**config.mk**
```make
export PLATFORM = sky130hd
export DESIGN_NAME = lftc_top
export DESIGN_NICKNAME = d
export VERILOG_FILES = /design/src/design/lftc_pkg.sv /design/src/design/lftc_top.sv
export VERILOG_INCLUDE_DIRS = /design/src /design/src/design
export SDC_FILE = /design/constraint.sdc
export NUM_CORES = 1
export LEC_CHECK = 0
export CAP_MARGIN = 25
export CORE_ASPECT_RATIO = 1.5
export CORE_UTILIZATION = 49
export DETAILED_ROUTE_END_ITERATION = 10
export DONT_BUFFER_PORTS = 1
export HOLD_SLACK_MARGIN = 0.05
export SKIP_LAST_GASP = 1
export SYNTH_ARGS = -nofsm -noshare
export SYNTH_HDL_FRONTEND = slang
export SYNTH_SLANG_ARGS = --single-unit
```
**constraint.sdc**
```tcl
create_clock -name aclk -period 7.2 [get_ports aclk]
set_input_delay 0.36 -clock aclk [delete_from_list [all_inputs] [get_ports aclk]]
set_output_delay 0.36 -clock aclk [all_outputs]
set_load 0.03 [all_outputs]
```
**src/design/lftc_params.svh**
```systemverilog
// constants for the converter fault and tone control block
// What this block and its host must do
// (RQ1) compensation select is control bit five
// (RQ2) supply lockout clears every control bit
// (RQ3) host rewrites configuration after each power-up
// (RQ4) host keeps frequency/compensation/delay fixed while running; the bench keeps only compensation fixed and changes delay while running
// (RQ5) overtemp disables output and boost until cool
// (RQ6) auto-retry restarts every second once cool
// (RQ7) latch mode stays off after overtemp
// (RQ8) host write re-enables after latched fault
// (RQ9) interrupt low on fault, released by read
// (RQ10) latched mode: read clears overtemp flag if cool
// (RQ11) auto-retry: restart clears overtemp flag
// (RQ12) reverse-current bit limits back-feed below 10 mA
// (RQ13) sink bit zero: 25 mA, 60 mA with tone
// (RQ14) shutdown input turns off, resets control register
// (RQ15) tone select zero: internal 22 kHz gated by pin
// (RQ16) tone select one: external tone, 42 us idle release
// (RQ17) detected tone drives open-drain output and flag
// (RQ18) tone reported within 1.5 tone cycles
// (RQ19) detector thresholds tight when gate high, relaxed otherwise
// (RQ20) early supply failure sets flag and interrupt
// (RQ21) failure flag clears after selected delay
// (RQ22) comparator inputs synchronised before use
`ifndef LFTC_PARAMS_SVH
`define LFTC_PARAMS_SVH
`define LFTC_ADDR_CTRL 4'h0
`define LFTC_ADDR_STAT 4'h4
`define LFTC_ADDR_ENBL 4'h8
`define LFTC_CTRL_RESET 8'h00
`define LFTC_BIT_SINK_DIS 1
`define LFTC_BIT_FAULT_RESTART 2
`define LFTC_BIT_TONE_SRC 3
`define LFTC_BIT_COMP 5
`define LFTC_BIT_DLY0 6
`define LFTC_BIT_DLY1 7
`define LFTC_CLK_HZ 20000000
`define LFTC_RETRY_MS 1000
`define LFTC_RETRY_CYC ((`LFTC_CLK_HZ / 1000) * `LFTC_RETRY_MS)
`define LFTC_TONE_HZ 22000
`define LFTC_TONE_HALF_CYC (`LFTC_CLK_HZ / (2 * `LFTC_TONE_HZ))
`define LFTC_EXT_IDLE_NS 42000
`define LFTC_EXT_IDLE_CYC ((`LFTC_EXT_IDLE_NS + 49) / 50)
`define LFTC_DET_WIN_NS 68000
`define LFTC_DET_WIN_CYC (`LFTC_DET_WIN_NS / 50)
`define LFTC_FAIL_DLY0_MS 1
`define LFTC_FAIL_DLY1_MS 5
`define LFTC_FAIL_DLY2_MS 20
`define LFTC_FAIL_DLY3_MS 50
`endif

```
**src/design/lftc_pkg.sv**
```systemverilog
// types for the converter fault and tone control block
package lftc_pkg;
  typedef enum logic [1:0] {LFTC_RUN, LFTC_HOT_RETRY, LFTC_HOT_LATCH, LFTC_OFF} lftc_therm_t;
  typedef struct packed {
    logic overtemp;
    logic lockout;
    logic early_fail;
    logic tone_in;
    logic tone_gate;
  } lftc_sense_t;
  typedef struct packed {
    logic converter_enable;
    logic boost_enable;
    logic reverse_limit;
    logic sink_high;
    logic detect_tight;
    logic comp_select;
  } lftc_drive_t;
endpackage

```
**src/design/lftc_top.sv**
```systemverilog
// converter fault, tone and early failure control with an AXI4-Lite slave
`timescale 1ns/1ps
`include "lftc_params.svh"
module lftc_top #(
  parameter int unsigned RETRY_CYC = `LFTC_RETRY_CYC,
  parameter int unsigned FAIL_DLY_SCALE = `LFTC_CLK_HZ / 1000
) (
  // clock, reset, enable
  input wire logic aclk,
  input wire logic aresetn,
  input wire logic clk_en,
  // asynchronous comparator and pin inputs
  input wire logic sleep_n,
  input wire lftc_pkg::lftc_sense_t sense_async,
  // analogue controls
  output lftc_pkg::lftc_drive_t drive,
  output logic tone_out,
  output logic tone_detect_output_o,
  output logic tone_detect_output_oe,
  output logic irq_n,
  // axi4-lite slave
  input wire logic [3:0] s_awaddr,
  input wire logic s_awvalid,
  output logic s_awready,
  input wire logic [31:0] s_wdata,
  input wire logic [3:0] s_wstrb,
  input wire logic s_wvalid,
  output logic s_wready,
  output logic [1:0] s_bresp,
  output logic s_bvalid,
  input wire logic s_bready,
  input wire logic [3:0] s_araddr,
  input wire logic s_arvalid,
  output logic s_arready,
  output logic [31:0] s_rdata,
  output logic [1:0] s_rresp,
  output logic s_rvalid,
  input wire logic s_rready
);
  lftc_pkg::lftc_sense_t s1_reg;
  lftc_pkg::lftc_sense_t s2_reg;
  logic sl1_reg;
  logic sl2_reg;
  logic [7:0] ctrl_reg;
  logic enable_reg;
  lftc_pkg::lftc_therm_t therm_reg;
  logic overtemp_shutdown_flag;
  logic early_supply_fail_flag;
  logic tone_present_flag;
  logic irq_pend_reg;
  logic fail_prev_reg;
  logic [31:0] retry_cnt_reg;
  logic [31:0] fail_cnt_reg;
  logic [31:0] fail_target;
  logic [15:0] tone_div_reg;
  logic tone_osc_reg;
  logic [15:0] ext_idle_reg;
  logic ext_active_reg;
  logic tone_prev_reg;
  logic [15:0] det_win_reg;
  logic [3:0] aw_a_reg;
  logic aw_have_reg;
  logic [31:0] w_d_reg;
  logic [3:0] w_s_reg;
  logic w_have_reg;
  logic wr_fire;
  logic rd_fire;
  logic stat_read;
  logic ctrl_clear;
  logic tone_src;
  logic restart_sel;

  assign tone_src = ctrl_reg[`LFTC_BIT_TONE_SRC];
  assign restart_sel = ctrl_reg[`LFTC_BIT_FAULT_RESTART];
  // a control bit loss on lockout or sleep wins over any bus write
  assign ctrl_clear = s2_reg.lockout | ~sl2_reg; // RQ2 RQ14

  // two stages for every asynchronous input
  always_ff @(posedge aclk) begin
    if (!aresetn) begin
      s1_reg <= '0;
      s2_reg <= '0;
      sl1_reg <= 1'b0;
      sl2_reg <= 1'b0;
    end else if (clk_en) begin
      s1_reg <= sense_async;
      s2_reg <= s1_reg; // RQ22
      sl1_reg <= sleep_n;
      sl2_reg <= sl1_reg;
    end
  end

  // bus write: address and data may come in either order
  assign wr_fire = aw_have_reg & w_have_reg & ~s_bvalid;
  always_ff @(posedge aclk) begin
    if (!aresetn) begin
      aw_have_reg <= 1'b0;
      w_have_reg <= 1'b0;
      aw_a_reg <= 4'h0;
      w_d_reg <= 32'h0000_0000;
      w_s_reg <= 4'h0;
      s_awready <= 1'b0;
      s_wready <= 1'b0;
      s_bvalid <= 1'b0;
      s_bresp <= 2'h0;
    end else if (clk_en) begin
      s_awready <= ~aw_have_reg & ~s_awready & s_awvalid;
      s_wready <= ~w_have_reg & ~s_wready & s_wvalid;
      if (s_awvalid & s_awready) begin
        aw_have_reg <= 1'b1;
        aw_a_reg <= s_awaddr;
      end
      if (s_wvalid & s_wready) begin
        w_have_reg <= 1'b1;
        w_d_reg <= s_wdata;
        w_s_reg <= s_wstrb;
      end
      if (wr_fire) begin
        aw_have_reg <= 1'b0;
        w_have_reg <= 1'b0;
        s_bvalid <= 1'b1;
        if (aw_a_reg == `LFTC_ADDR_CTRL || aw_a_reg == `LFTC_ADDR_ENBL ||
            aw_a_reg == `LFTC_ADDR_STAT) begin
          s_bresp <= 2'h0;
        end else begin
          s_bresp <= 2'h2;
        end
      end else if (s_bvalid & s_bready) begin
        s_bvalid <= 1'b0;
      end
    end
  end

  // control register; host must rewrite after power-up
  always_ff @(posedge aclk) begin
    if (!aresetn) begin
      ctrl_reg <= `LFTC_CTRL_RESET;
    end else if (clk_en) begin
      if (ctrl_clear) begin
        ctrl_reg <= `LFTC_CTRL_RESET; // RQ2 RQ14
      end else if (wr_fire && aw_a_reg == `LFTC_ADDR_CTRL && w_s_reg[0]) begin
        ctrl_reg <= w_d_reg[7:0];
      end
    end
  end

  // write of one to the enable register restarts a latched regulator once it is cool
  always_ff @(posedge aclk) begin
    if (!aresetn) begin
      enable_reg <= 1'b0;
    end else if (clk_en) begin
      if (ctrl_clear) begin
        enable_reg <= 1'b0; // RQ14
      end else if (wr_fire && aw_a_reg == `LFTC_ADDR_ENBL && w_s_reg[0]) begin
        enable_reg <= w_d_reg[0]; // RQ8
      end else if (therm_reg == lftc_pkg::LFTC_HOT_LATCH) begin
        enable_reg <= 1'b0; // RQ7
      end
    end
  end

  // the hiccup timer runs off the main clock, so one second needs a wide count
  // thermal state: retry every second or latch off
  always_ff @(posedge aclk) begin
    if (!aresetn) begin
      therm_reg <= lftc_pkg::LFTC_OFF;
      retry_cnt_reg <= 32'h0000_0000;
    end else if (clk_en) begin
      case (therm_reg)
        lftc_pkg::LFTC_OFF: begin
          // never start into a hot junction, or the output would blip for a cycle
          if (enable_reg && !ctrl_clear && !s2_reg.overtemp) begin // RQ5
            therm_reg <= lftc_pkg::LFTC_RUN;
          end
        end
        lftc_pkg::LFTC_RUN: begin
          if (ctrl_clear || !enable_reg) begin
            therm_reg <= lftc_pkg::LFTC_OFF;
          end else if (s2_reg.overtemp) begin
            retry_cnt_reg <= 32'h0000_0000;
            therm_reg <= restart_sel ? lftc_pkg::LFTC_HOT_RETRY
                                     : lftc_pkg::LFTC_HOT_LATCH; // RQ5 RQ6 RQ7
          end
        end
        lftc_pkg::LFTC_HOT_RETRY: begin
          if (ctrl_clear) begin
            therm_reg <= lftc_pkg::LFTC_OFF;
          end else if (retry_cnt_reg >= RETRY_CYC - 1) begin
            retry_cnt_reg <= 32'h0000_0000;
            if (!s2_reg.overtemp) begin
              therm_reg <= lftc_pkg::LFTC_RUN; // RQ6
            end
          end else begin
            retry_cnt_reg <= retry_cnt_reg + 32'h0000_0001;
          end
        end
        default: begin
          // latched: leaves through a host enable write once cool, or to off on lockout or sleep
          if (ctrl_clear) begin
            therm_reg <= lftc_pkg::LFTC_OFF;
          end else if (wr_fire && aw_a_reg == `LFTC_ADDR_ENBL && w_s_reg[0] &&
                       w_d_reg[0] && !s2_reg.overtemp) begin
            therm_reg <= lftc_pkg::LFTC_RUN; // RQ8
          end
        end
      endcase
    end
  end

  // bus read
  assign rd_fire = s_arvalid & s_arready;
  assign stat_read = rd_fire & (s_araddr == `LFTC_ADDR_STAT);
  always_ff @(posedge aclk) begin
    if (!aresetn) begin
      s_arready <= 1'b0;
      s_rvalid <= 1'b0;
      s_rdata <= 32'h0000_0000;
      s_rresp <= 2'h0;
    end else if (clk_en) begin
      s_arready <= s_arvalid & ~s_arready & ~s_rvalid;
      if (rd_fire) begin
        s_rvalid <= 1'b1;
        s_rresp <= 2'h0;
        if (s_araddr == `LFTC_ADDR_CTRL) begin
          s_rdata <= {24'h00_0000, ctrl_reg};
        end else if (s_araddr == `LFTC_ADDR_STAT) begin
          s_rdata <= {24'h00_0000, therm_reg, 1'b0, irq_pend_reg, s2_reg.lockout,
                      tone_present_flag, early_supply_fail_flag, overtemp_shutdown_flag};
        end else if (s_araddr == `LFTC_ADDR_ENBL) begin
          s_rdata <= {31'h0000_0000, enable_reg};
        end else begin
          s_rdata <= 32'h0000_0000;
          s_rresp <= 2'h2;
        end
      end else if (s_rvalid & s_rready) begin
        s_rvalid <= 1'b0;
      end
    end
  end

  // overtemp flag: set wins over clear
  always_ff @(posedge aclk) begin
    if (!aresetn) begin
      overtemp_shutdown_flag <= 1'b0;
    end else if (clk_en) begin
      if (therm_reg == lftc_pkg::LFTC_RUN && s2_reg.overtemp) begin
        overtemp_shutdown_flag <= 1'b1; // RQ5
      end else if (therm_reg == lftc_pkg::LFTC_HOT_RETRY &&
                   retry_cnt_reg >= RETRY_CYC - 1 && !s2_reg.overtemp) begin
        overtemp_shutdown_flag <= 1'b0; // RQ11
      end else if (therm_reg != lftc_pkg::LFTC_HOT_RETRY && stat_read &&
                   !s2_reg.overtemp) begin
        overtemp_shutdown_flag <= 1'b0; // RQ10
      end
    end
  end

  // interrupt pending: an overtemp shutdown while running or a new supply dip, not lockout; any bus read releases it
  // a fresh supply dip raises it again even while the flag waits to clear
  always_ff @(posedge aclk) begin
    if (!aresetn) begin
      irq_pend_reg <= 1'b0;
      fail_prev_reg <= 1'b0;
      irq_n <= 1'b1;
    end else if (clk_en) begin
      fail_prev_reg <= s2_reg.early_fail;
      if ((therm_reg == lftc_pkg::LFTC_RUN && s2_reg.overtemp) ||
          (s2_reg.early_fail && !fail_prev_reg)) begin
        irq_pend_reg <= 1'b1; // RQ9 RQ20
      end else if (rd_fire) begin
        irq_pend_reg <= 1'b0; // RQ9
      end
      irq_n <= ~irq_pend_reg;
    end
  end

  // early failure flag with programmed clear delay
  always_comb begin
    case (ctrl_reg[`LFTC_BIT_DLY1:`LFTC_BIT_DLY0])
      2'h0: fail_target = FAIL_DLY_SCALE * `LFTC_FAIL_DLY0_MS;
      2'h1: fail_target = FAIL_DLY_SCALE * `LFTC_FAIL_DLY1_MS;
      2'h2: fail_target = FAIL_DLY_SCALE * `LFTC_FAIL_DLY2_MS;
      default: fail_target = FAIL_DLY_SCALE * `LFTC_FAIL_DLY3_MS;
    endcase
  end
  always_ff @(posedge aclk) begin
    if (!aresetn) begin
      early_supply_fail_flag <= 1'b0;
      fail_cnt_reg <= 32'h0000_0000;
    end else if (clk_en) begin
      if (s2_reg.early_fail) begin
        early_supply_fail_flag <= 1'b1; // RQ20
        fail_cnt_reg <= 32'h0000_0000;
      end else if (early_supply_fail_flag) begin
        if (fail_cnt_reg >= fail_target - 1) begin
          early_supply_fail_flag <= 1'b0; // RQ21
          fail_cnt_reg <= 32'h0000_0000;
        end else begin
          fail_cnt_reg <= fail_cnt_reg + 32'h0000_0001;
        end
      end
    end
  end

  // internal 22 kHz oscillator and external tone idle timer
  always_ff @(posedge aclk) begin
    if (!aresetn) begin
      tone_div_reg <= 16'h0000;
      tone_osc_reg <= 1'b0;
      ext_idle_reg <= 16'h0000;
      ext_active_reg <= 1'b0;
    end else if (clk_en) begin
      if (tone_div_reg >= 16'(`LFTC_TONE_HALF_CYC - 1)) begin
        tone_div_reg <= 16'h0000;
        tone_osc_reg <= ~tone_osc_reg;
      end else begin
        tone_div_reg <= tone_div_reg + 16'h0001;
      end
      if (s2_reg.tone_gate) begin
        ext_idle_reg <= 16'h0000;
        ext_active_reg <= 1'b1;
      end else if (ext_idle_reg >= 16'(`LFTC_EXT_IDLE_CYC - 1)) begin
        ext_active_reg <= 1'b0; // RQ16
      end else begin
        ext_idle_reg <= ext_idle_reg + 16'h0001;
      end
    end
  end

  // tone detector: an edge within a 1.5-cycle window keeps it present
  always_ff @(posedge aclk) begin
    if (!aresetn) begin
      tone_prev_reg <= 1'b0;
      det_win_reg <= 16'h0000;
      tone_present_flag <= 1'b0;
    end else if (clk_en) begin
      tone_prev_reg <= s2_reg.tone_in;
      if (s2_reg.tone_in & ~tone_prev_reg) begin
        det_win_reg <= 16'(`LFTC_DET_WIN_CYC);
        tone_present_flag <= 1'b1; // RQ17 RQ18
      end else if (det_win_reg != 16'h0000) begin
        det_win_reg <= det_win_reg - 16'h0001;
      end else begin
        tone_present_flag <= 1'b0;
      end
    end
  end

  // outputs to the analogue stage, all registered
  always_ff @(posedge aclk) begin
    if (!aresetn) begin
      drive <= '0;
      tone_out <= 1'b0;
      tone_detect_output_o <= 1'b0;
      tone_detect_output_oe <= 1'b0;
    end else if (clk_en) begin
      drive.converter_enable <= (therm_reg == lftc_pkg::LFTC_RUN) && !ctrl_clear; // RQ5 RQ14
      drive.boost_enable <= (therm_reg == lftc_pkg::LFTC_RUN) && !ctrl_clear; // RQ5
      drive.reverse_limit <= ctrl_reg[`LFTC_BIT_SINK_DIS]; // RQ12
      // heavier pull-down for the whole burst, not only the tone's high half
      drive.sink_high <= ~ctrl_reg[`LFTC_BIT_SINK_DIS] &
                         (tone_src ? ext_active_reg : s2_reg.tone_gate); // RQ13 RQ16
      drive.detect_tight <= s2_reg.tone_gate; // RQ19
      drive.comp_select <= ctrl_reg[`LFTC_BIT_COMP]; // RQ1
      if (tone_src) begin
        // external tone passes straight through; the idle timer holds the burst state
        tone_out <= s2_reg.tone_gate; // RQ16
      end else begin
        tone_out <= s2_reg.tone_gate & tone_osc_reg; // RQ15
      end
      // open drain: pull low while the detected tone is low
      tone_detect_output_oe <= tone_present_flag & ~s2_reg.tone_in; // RQ17
    end
  end
endmodule

```
==> Word level (Yosys, flattened, before mapping) <==
Index checks and enable logic that the tools add are counted.
{ "classes": {"n_reduce_logical": 61, "n_bitwise": 32, "n_mux": 58, "n_addsub": 6, "n_eq_ne": 19, "magnitude_cmp": 4} }
{ "ops": {"columns": ["operator", "count"], "rows": [
  ["32-bit two-way mux", 7],
  ["16-bit two-way mux", 5],
  ["32-bit by 1-bit adder with 32-bit output (second input constant)", 2],
  ["32-bit case mux with 2 select lines", 1],
  ["20-bit case mux with 3 select lines", 1],
  ["2-bit AND reduction", 18],
  ["16-bit by 1-bit adder with 16-bit output (second input constant)", 2],
  ["32-bit by 25-bit greater-or-equal comparator with 1-bit output (second input constant)", 1],
  ["32-bit greater-or-equal comparator", 1],
  ["8-bit two-way mux", 4],
  ["32-bit by 1-bit subtractor with 32-bit output (second input constant)", 1],
  ["1-bit two-way mux", 26],
  ["2-bit two-way mux", 13],
  ["2-bit nonzero test", 10],
  ["1-bit bitwise AND", 18],
  ["16-bit by 10-bit greater-or-equal comparator with 1-bit output (second input constant)", 1],
  ["16-bit by 9-bit greater-or-equal comparator with 1-bit output (second input constant)", 1],
  ["16-bit nonzero test", 1],
  ["16-bit by 1-bit subtractor with 16-bit output (second input constant)", 1],
  ["1-bit logical AND", 15],
  ["1-bit NOT", 13],
  ["2-bit != test (second input constant)", 6],
  ["4-bit by 3-bit equality test with 1-bit output (second input constant)", 2],
  ["4-bit equality test (second input constant)", 2],
  ["other kinds (15)", 28]
]} }
{ "totals": {"reg_bits": 207, "wordCells": 229, "input_bits": 58, "output_inout_bits": 51} }

==> Longest topological paths before layout <==
{ "depth": {"ltp_word": 9, "mapped_depth": 11, "mapped_depth_nobuf": 10} }

==> Worst setup path before layout <==
Ideal clock, no wire load.
{ "synth_path": {"path_type": "register to register", "startpoint": "register ctrl_reg[6]", "endpoint": "register fail_cnt_reg[2]", "path_buffers": 1, "synth_period_minus_slack_ns": 2.458, "path_stages_with_launch": 12, "setup_time_ns": 0.074, "path_slack_ns": 4.742, "t_required_ns": 7.126, "arrival_time_ns": 2.383, "path_cell_list": "dfxtp_1 > inv_1 > ha_1 > o21ai_0 > inv_1 > ha_1 > nand4_1 > a311oi_1 > o31ai_1 > clkbuf_1 > nand4b_1 > a31oi_1"} }
{ "synth_between": {"elab_chain_cells": 7, "elab_cells_between_ends": 9, "classes_between": "add/sub: 1; order compare: 1; eq/ne: 2; mux: 4; reduce/logical: 1"} }
{ "synth_lines": {"columns": ["element", "line_no", "source"], "rows": [
  ["start: declaration", "lftc_top.sv:44", "logic [7:0] ctrl_reg;"],
  ["start signal: assignment", "lftc_top.sv:137", "ctrl_reg <= `LFTC_CTRL_RESET;"],
  ["start signal: assignment", "lftc_top.sv:140", "ctrl_reg <= `LFTC_CTRL_RESET;"],
  ["start signal: assignment", "lftc_top.sv:142", "ctrl_reg <= w_d_reg[7:0];"],
  ["2-bit equality test, or another cell as far along", "lftc_top.sv:279", "case (ctrl_reg[`LFTC_BIT_DLY1:`LFTC_BIT_DLY0])"],
  ["20-bit case mux with 3 select lines (*)", "lftc_top.sv:279", null],
  ["32-bit by 1-bit subtractor with 32-bit output (*)", "lftc_top.sv:295", "if (fail_cnt_reg >= fail_target - 1) begin"],
  ["32-bit greater-or-equal comparator (*)", "lftc_top.sv:295", null],
  ["32-bit two-way mux (*)", "lftc_top.sv:295", null],
  ["32-bit two-way mux (*)", "lftc_top.sv:294", "end else if (early_supply_fail_flag) begin"],
  ["32-bit two-way mux (*)", "lftc_top.sv:291", "if (s2_reg.early_fail) begin"],
  ["end signal: assignment", "lftc_top.sv:299", "fail_cnt_reg <= fail_cnt_reg + 32'h0000_0001;"],
  ["end: declaration", "lftc_top.sv:53", "logic [31:0] fail_cnt_reg;"]
]} }
Every way passes the cells marked *; elsewhere a longest branch is shown, timed or not. The select of a mux whose other input is x is not followed.
A chain may end at the register's enable or synchronous reset.

==> Worst setup path after layout <==
{ "layout_path": {"startpoint": "register ctrl_reg[6]", "endpoint": "register fail_cnt_reg[16]"} }
Same word-level chain as after synthesis.

==> flow_summary.yaml <==
clock_network:
  cts_root_buf: "clkbuf_16"
  cts-buffers-inserted: 17
  clock_path_buffers: 2
  cts_tree: "yes"
  cts.sinks: 181
  clk_latency_ns: 0.43
  path_clk_slew_ns: 0.07
  cts_max_level: 4
  ctsHoldBuffers: 3
  post_cts_resized: 0
  cts_setup_buffers: 0
cells_and_area:
  fin_nets: 1080
  fillCellCount: 1622
  syn_to_final_growth_pct: 8.105
  layout_common_cells: "dfxtp_1, nor2_1, nand2_1, a21oi_1, xor2_1"
  drive_gt1_frac: 0.06046
  antenna_cells: 0
  final_common_cell: "dfxtp_1"
  multi_input_area_um2: 4532
  register_area_um2: 3623
worst_setup_path:
  slowest_delay_ns: 0.51
  cp.required_ns: 7.55
  startpoint: "ctrl_reg[6]"
  r2r_slack_ns: 4.05
  crit_end: "fail_cnt_reg[16]"
  path_class: "reg2reg"
  crit_fanout: 18
  crit_path_cell_trace: "inv_1 -> ha_1 -> o21ai_0 -> inv_1 -> ha_1 -> nand4_1 -> a311oi_1 -> o31ai_2 -> buf_4 -> nand3_1 -> o211ai_1"
  rr_worst_depth: 11
  start_kind: "register"
  cp-end-kind: "register"
  slowest_stage: "o31ai_2"
  r2r-end: "fail_cnt_reg[16]"
  crit_arrival_ns: 3.50
  r2r-start: "ctrl_reg[6]"
synthesis:
  yosys_warnings: 0
  mappedNetlistArea_um2: 8552
  netlist_top_cells_area: "dfxtp_1, nor2_1, nand2_1, ha_1, a21oi_1"
  seq_area_frac_synth: 0.4237
  ys.flop_type: "dfxtp_1"
  synth_edf_count: 0
  ys_types: 72
  ys_ff_latch: 181
  syn_inst: 1010
  syn_avg_cell_area_um2: 8.467
  synth_top_area_frac: 0.4237
  synth_area_leader_cell: "dfxtp_1"
  async_flop_share: 0
timing:
  report.final.hold_viol_count: 0
  fmax_mhz: 317.0
  setup_viol: 0
  worstMarginPinSlew_ns: 0.9162
  slew_headroom: 0.3892
  fin_tns_setup_ns: 0
  finalCritPeriodShare: 0.4382
  fin_worst_skew_ns: 0.005028
  min_period_ns: 3.155
  rsz0062_at_grt: "false"
  slew_viol_final: 0
  setup_slack_ns: 4.045
floorplan:
  die_area_um2: 18000
  die_h_um: 163.8
  row_count: 58
  io_pins: 109
  chipWidth_um: 109.9
  coreArea_um2: 16910
  start_util: 0.5058
routing:
  vias_per_cell: 5.505
  antenna_left: 0
  num_vias: 6710
  dr.pass1.iters: 4
  drtIter0Drc: 345
  drc: 0
  post_drt_wl_per_cell_um: 15.58
  wirelength_mm: 19.00
grt:
  grt-ovfl-total: 0
  grt_use_total: 0.2208
  grt_pass1_vias: 6149
  grt_start_max_net_pins: 86
  grt_pass1_wl_mm: 30.59
  antenna_found_initial: 0
job:
  maxCapViolCount: 0
placement:
  dp_hpwl_mm: 13.00
  place_congestion: 0.7984
  pre_cts_ws_ns: 4.003
  port_buffers: 0
status:
  status: "completed"
pwr:
  p_leak_nw: 3.584
  ir_drop_uv: 170.5
  p_per_area_nw_per_um2: 262.2
hold_path:
  hold_class: "in2reg"
[worst max-delay path, delay by kind of cell (launching register included)]
family | cells | cell delay, ns
AO/OA/AOI/OAI | 4 | 1.21
adder cells (fa/ha/maj) | 2 | 0.49
AND/OR/NAND/NOR | 2 | 0.33
flip-flops | 1 | 0.47
buffers and inverters | 3 | 0.57
[synth_stat cells (7+ instances only)]
| master | number |
|---|---|
| a21oi_1 | 64 |
| a22oi_1 | 8 |
| a31oi_1 | 14 |
| and2_1 | 7 |
| and3_1 | 28 |
| and4_1 | 7 |
| buf_4 | 29 |
| clkbuf_1 | 29 |
| dfxtp_1 | 181 |
| ha_1 | 26 |
| inv_1 | 23 |
| mux2i_1 | 26 |
| nand2_1 | 120 |
| nand3_1 | 33 |
| nand3b_1 | 7 |
| nand4_1 | 19 |
| nor2_1 | 154 |
| nor3_1 | 20 |
| nor4_1 | 9 |
| o211ai_1 | 10 |
| o21ai_0 | 23 |
| xnor2_1 | 21 |
| xor2_1 | 34 |
[through the flow]
step / hold slack [ns] / power (mW) / cells / area (µm²) / utilization
CTS: 0.05179 / 2.451 / 1217 / 9228 / 0.5457
global placement: 0.4328 / 1.436 / 1182 / 8557 / 0.5061
finish: 0.06948 / 2.424 / 1219 / 9245 / 0.5468
global route: 0.05637 / 2.544 / 1219 / 9245 / 0.5468
floorplan: 0.4316 / 1.415 / 1036 / 8650 / -
detailed placement: 0.4331 / 1.443 / 1182 / 8557 / 0.5061
[layer usage]
layer,track usage,vias up,part of all wire
li1,-,3446,-
met1,0.2512,3143,0.43
met2,0.3869,96,0.51
met3,0.05278,25,0.040
met4,0.09394,0,0.024
met5,0,-,0
[kinds of logic (layout without fill, tap and decap cells)]
family / count (synthesis) / count (layout) / synth area share
other cells: 1 / 27 / 0.0004385
flops: 181 / 181 / 0.4237
fa+ha+maj: 26 / 26 / 0.03804
mux: 31 / 31 / 0.03701
simple gates: 450 / 450 / 0.2515
buf+inv: 94 / 67 / 0.05881
xor+xnor: 55 / 55 / 0.05633
compound gates: 172 / 172 / 0.1342
[final cells by class]
type | instances | share of cell area
clock inverters | 12 | 0.02098
repair buffers | 12 | 0.01083
inverters | 23 | 0.009338
clock buffers | 20 | 0.04832
well taps | 210 | 0.02842
multi-input cells | 761 | 0.4902
flip-flops and latches | 181 | 0.3919
[worst min path at each step]
stage / to / start / slack (ns) / cells after the start
after floorplan: w_s_reg[0] / w_s_reg[0] / 0.43 / 2
after global placement: irq_n / aresetn / 0.43 / 1
after detailed placement: irq_n / aresetn / 0.43 / 1
after CTS: w_d_reg[3] / s_wdata[3] / 0.05 / 2
after global routing: w_d_reg[7] / s_wdata[7] / 0.06 / 2
final: w_d_reg[0] / s_wdata[0] / 0.07 / 2
[where the power goes]
| part | switching [mW] | total (mW) | internal (mW) |
|---|---|---|---|
| sequential | 0.0507 | 1.10 | 1.05 |
| clock | 0.401 | 0.999 | 0.599 |
| combinational | 0.191 | 0.323 | 0.132 |
| total | 0.642 | 2.42 | 1.78 |
Power figures use the tool's default switching activity.
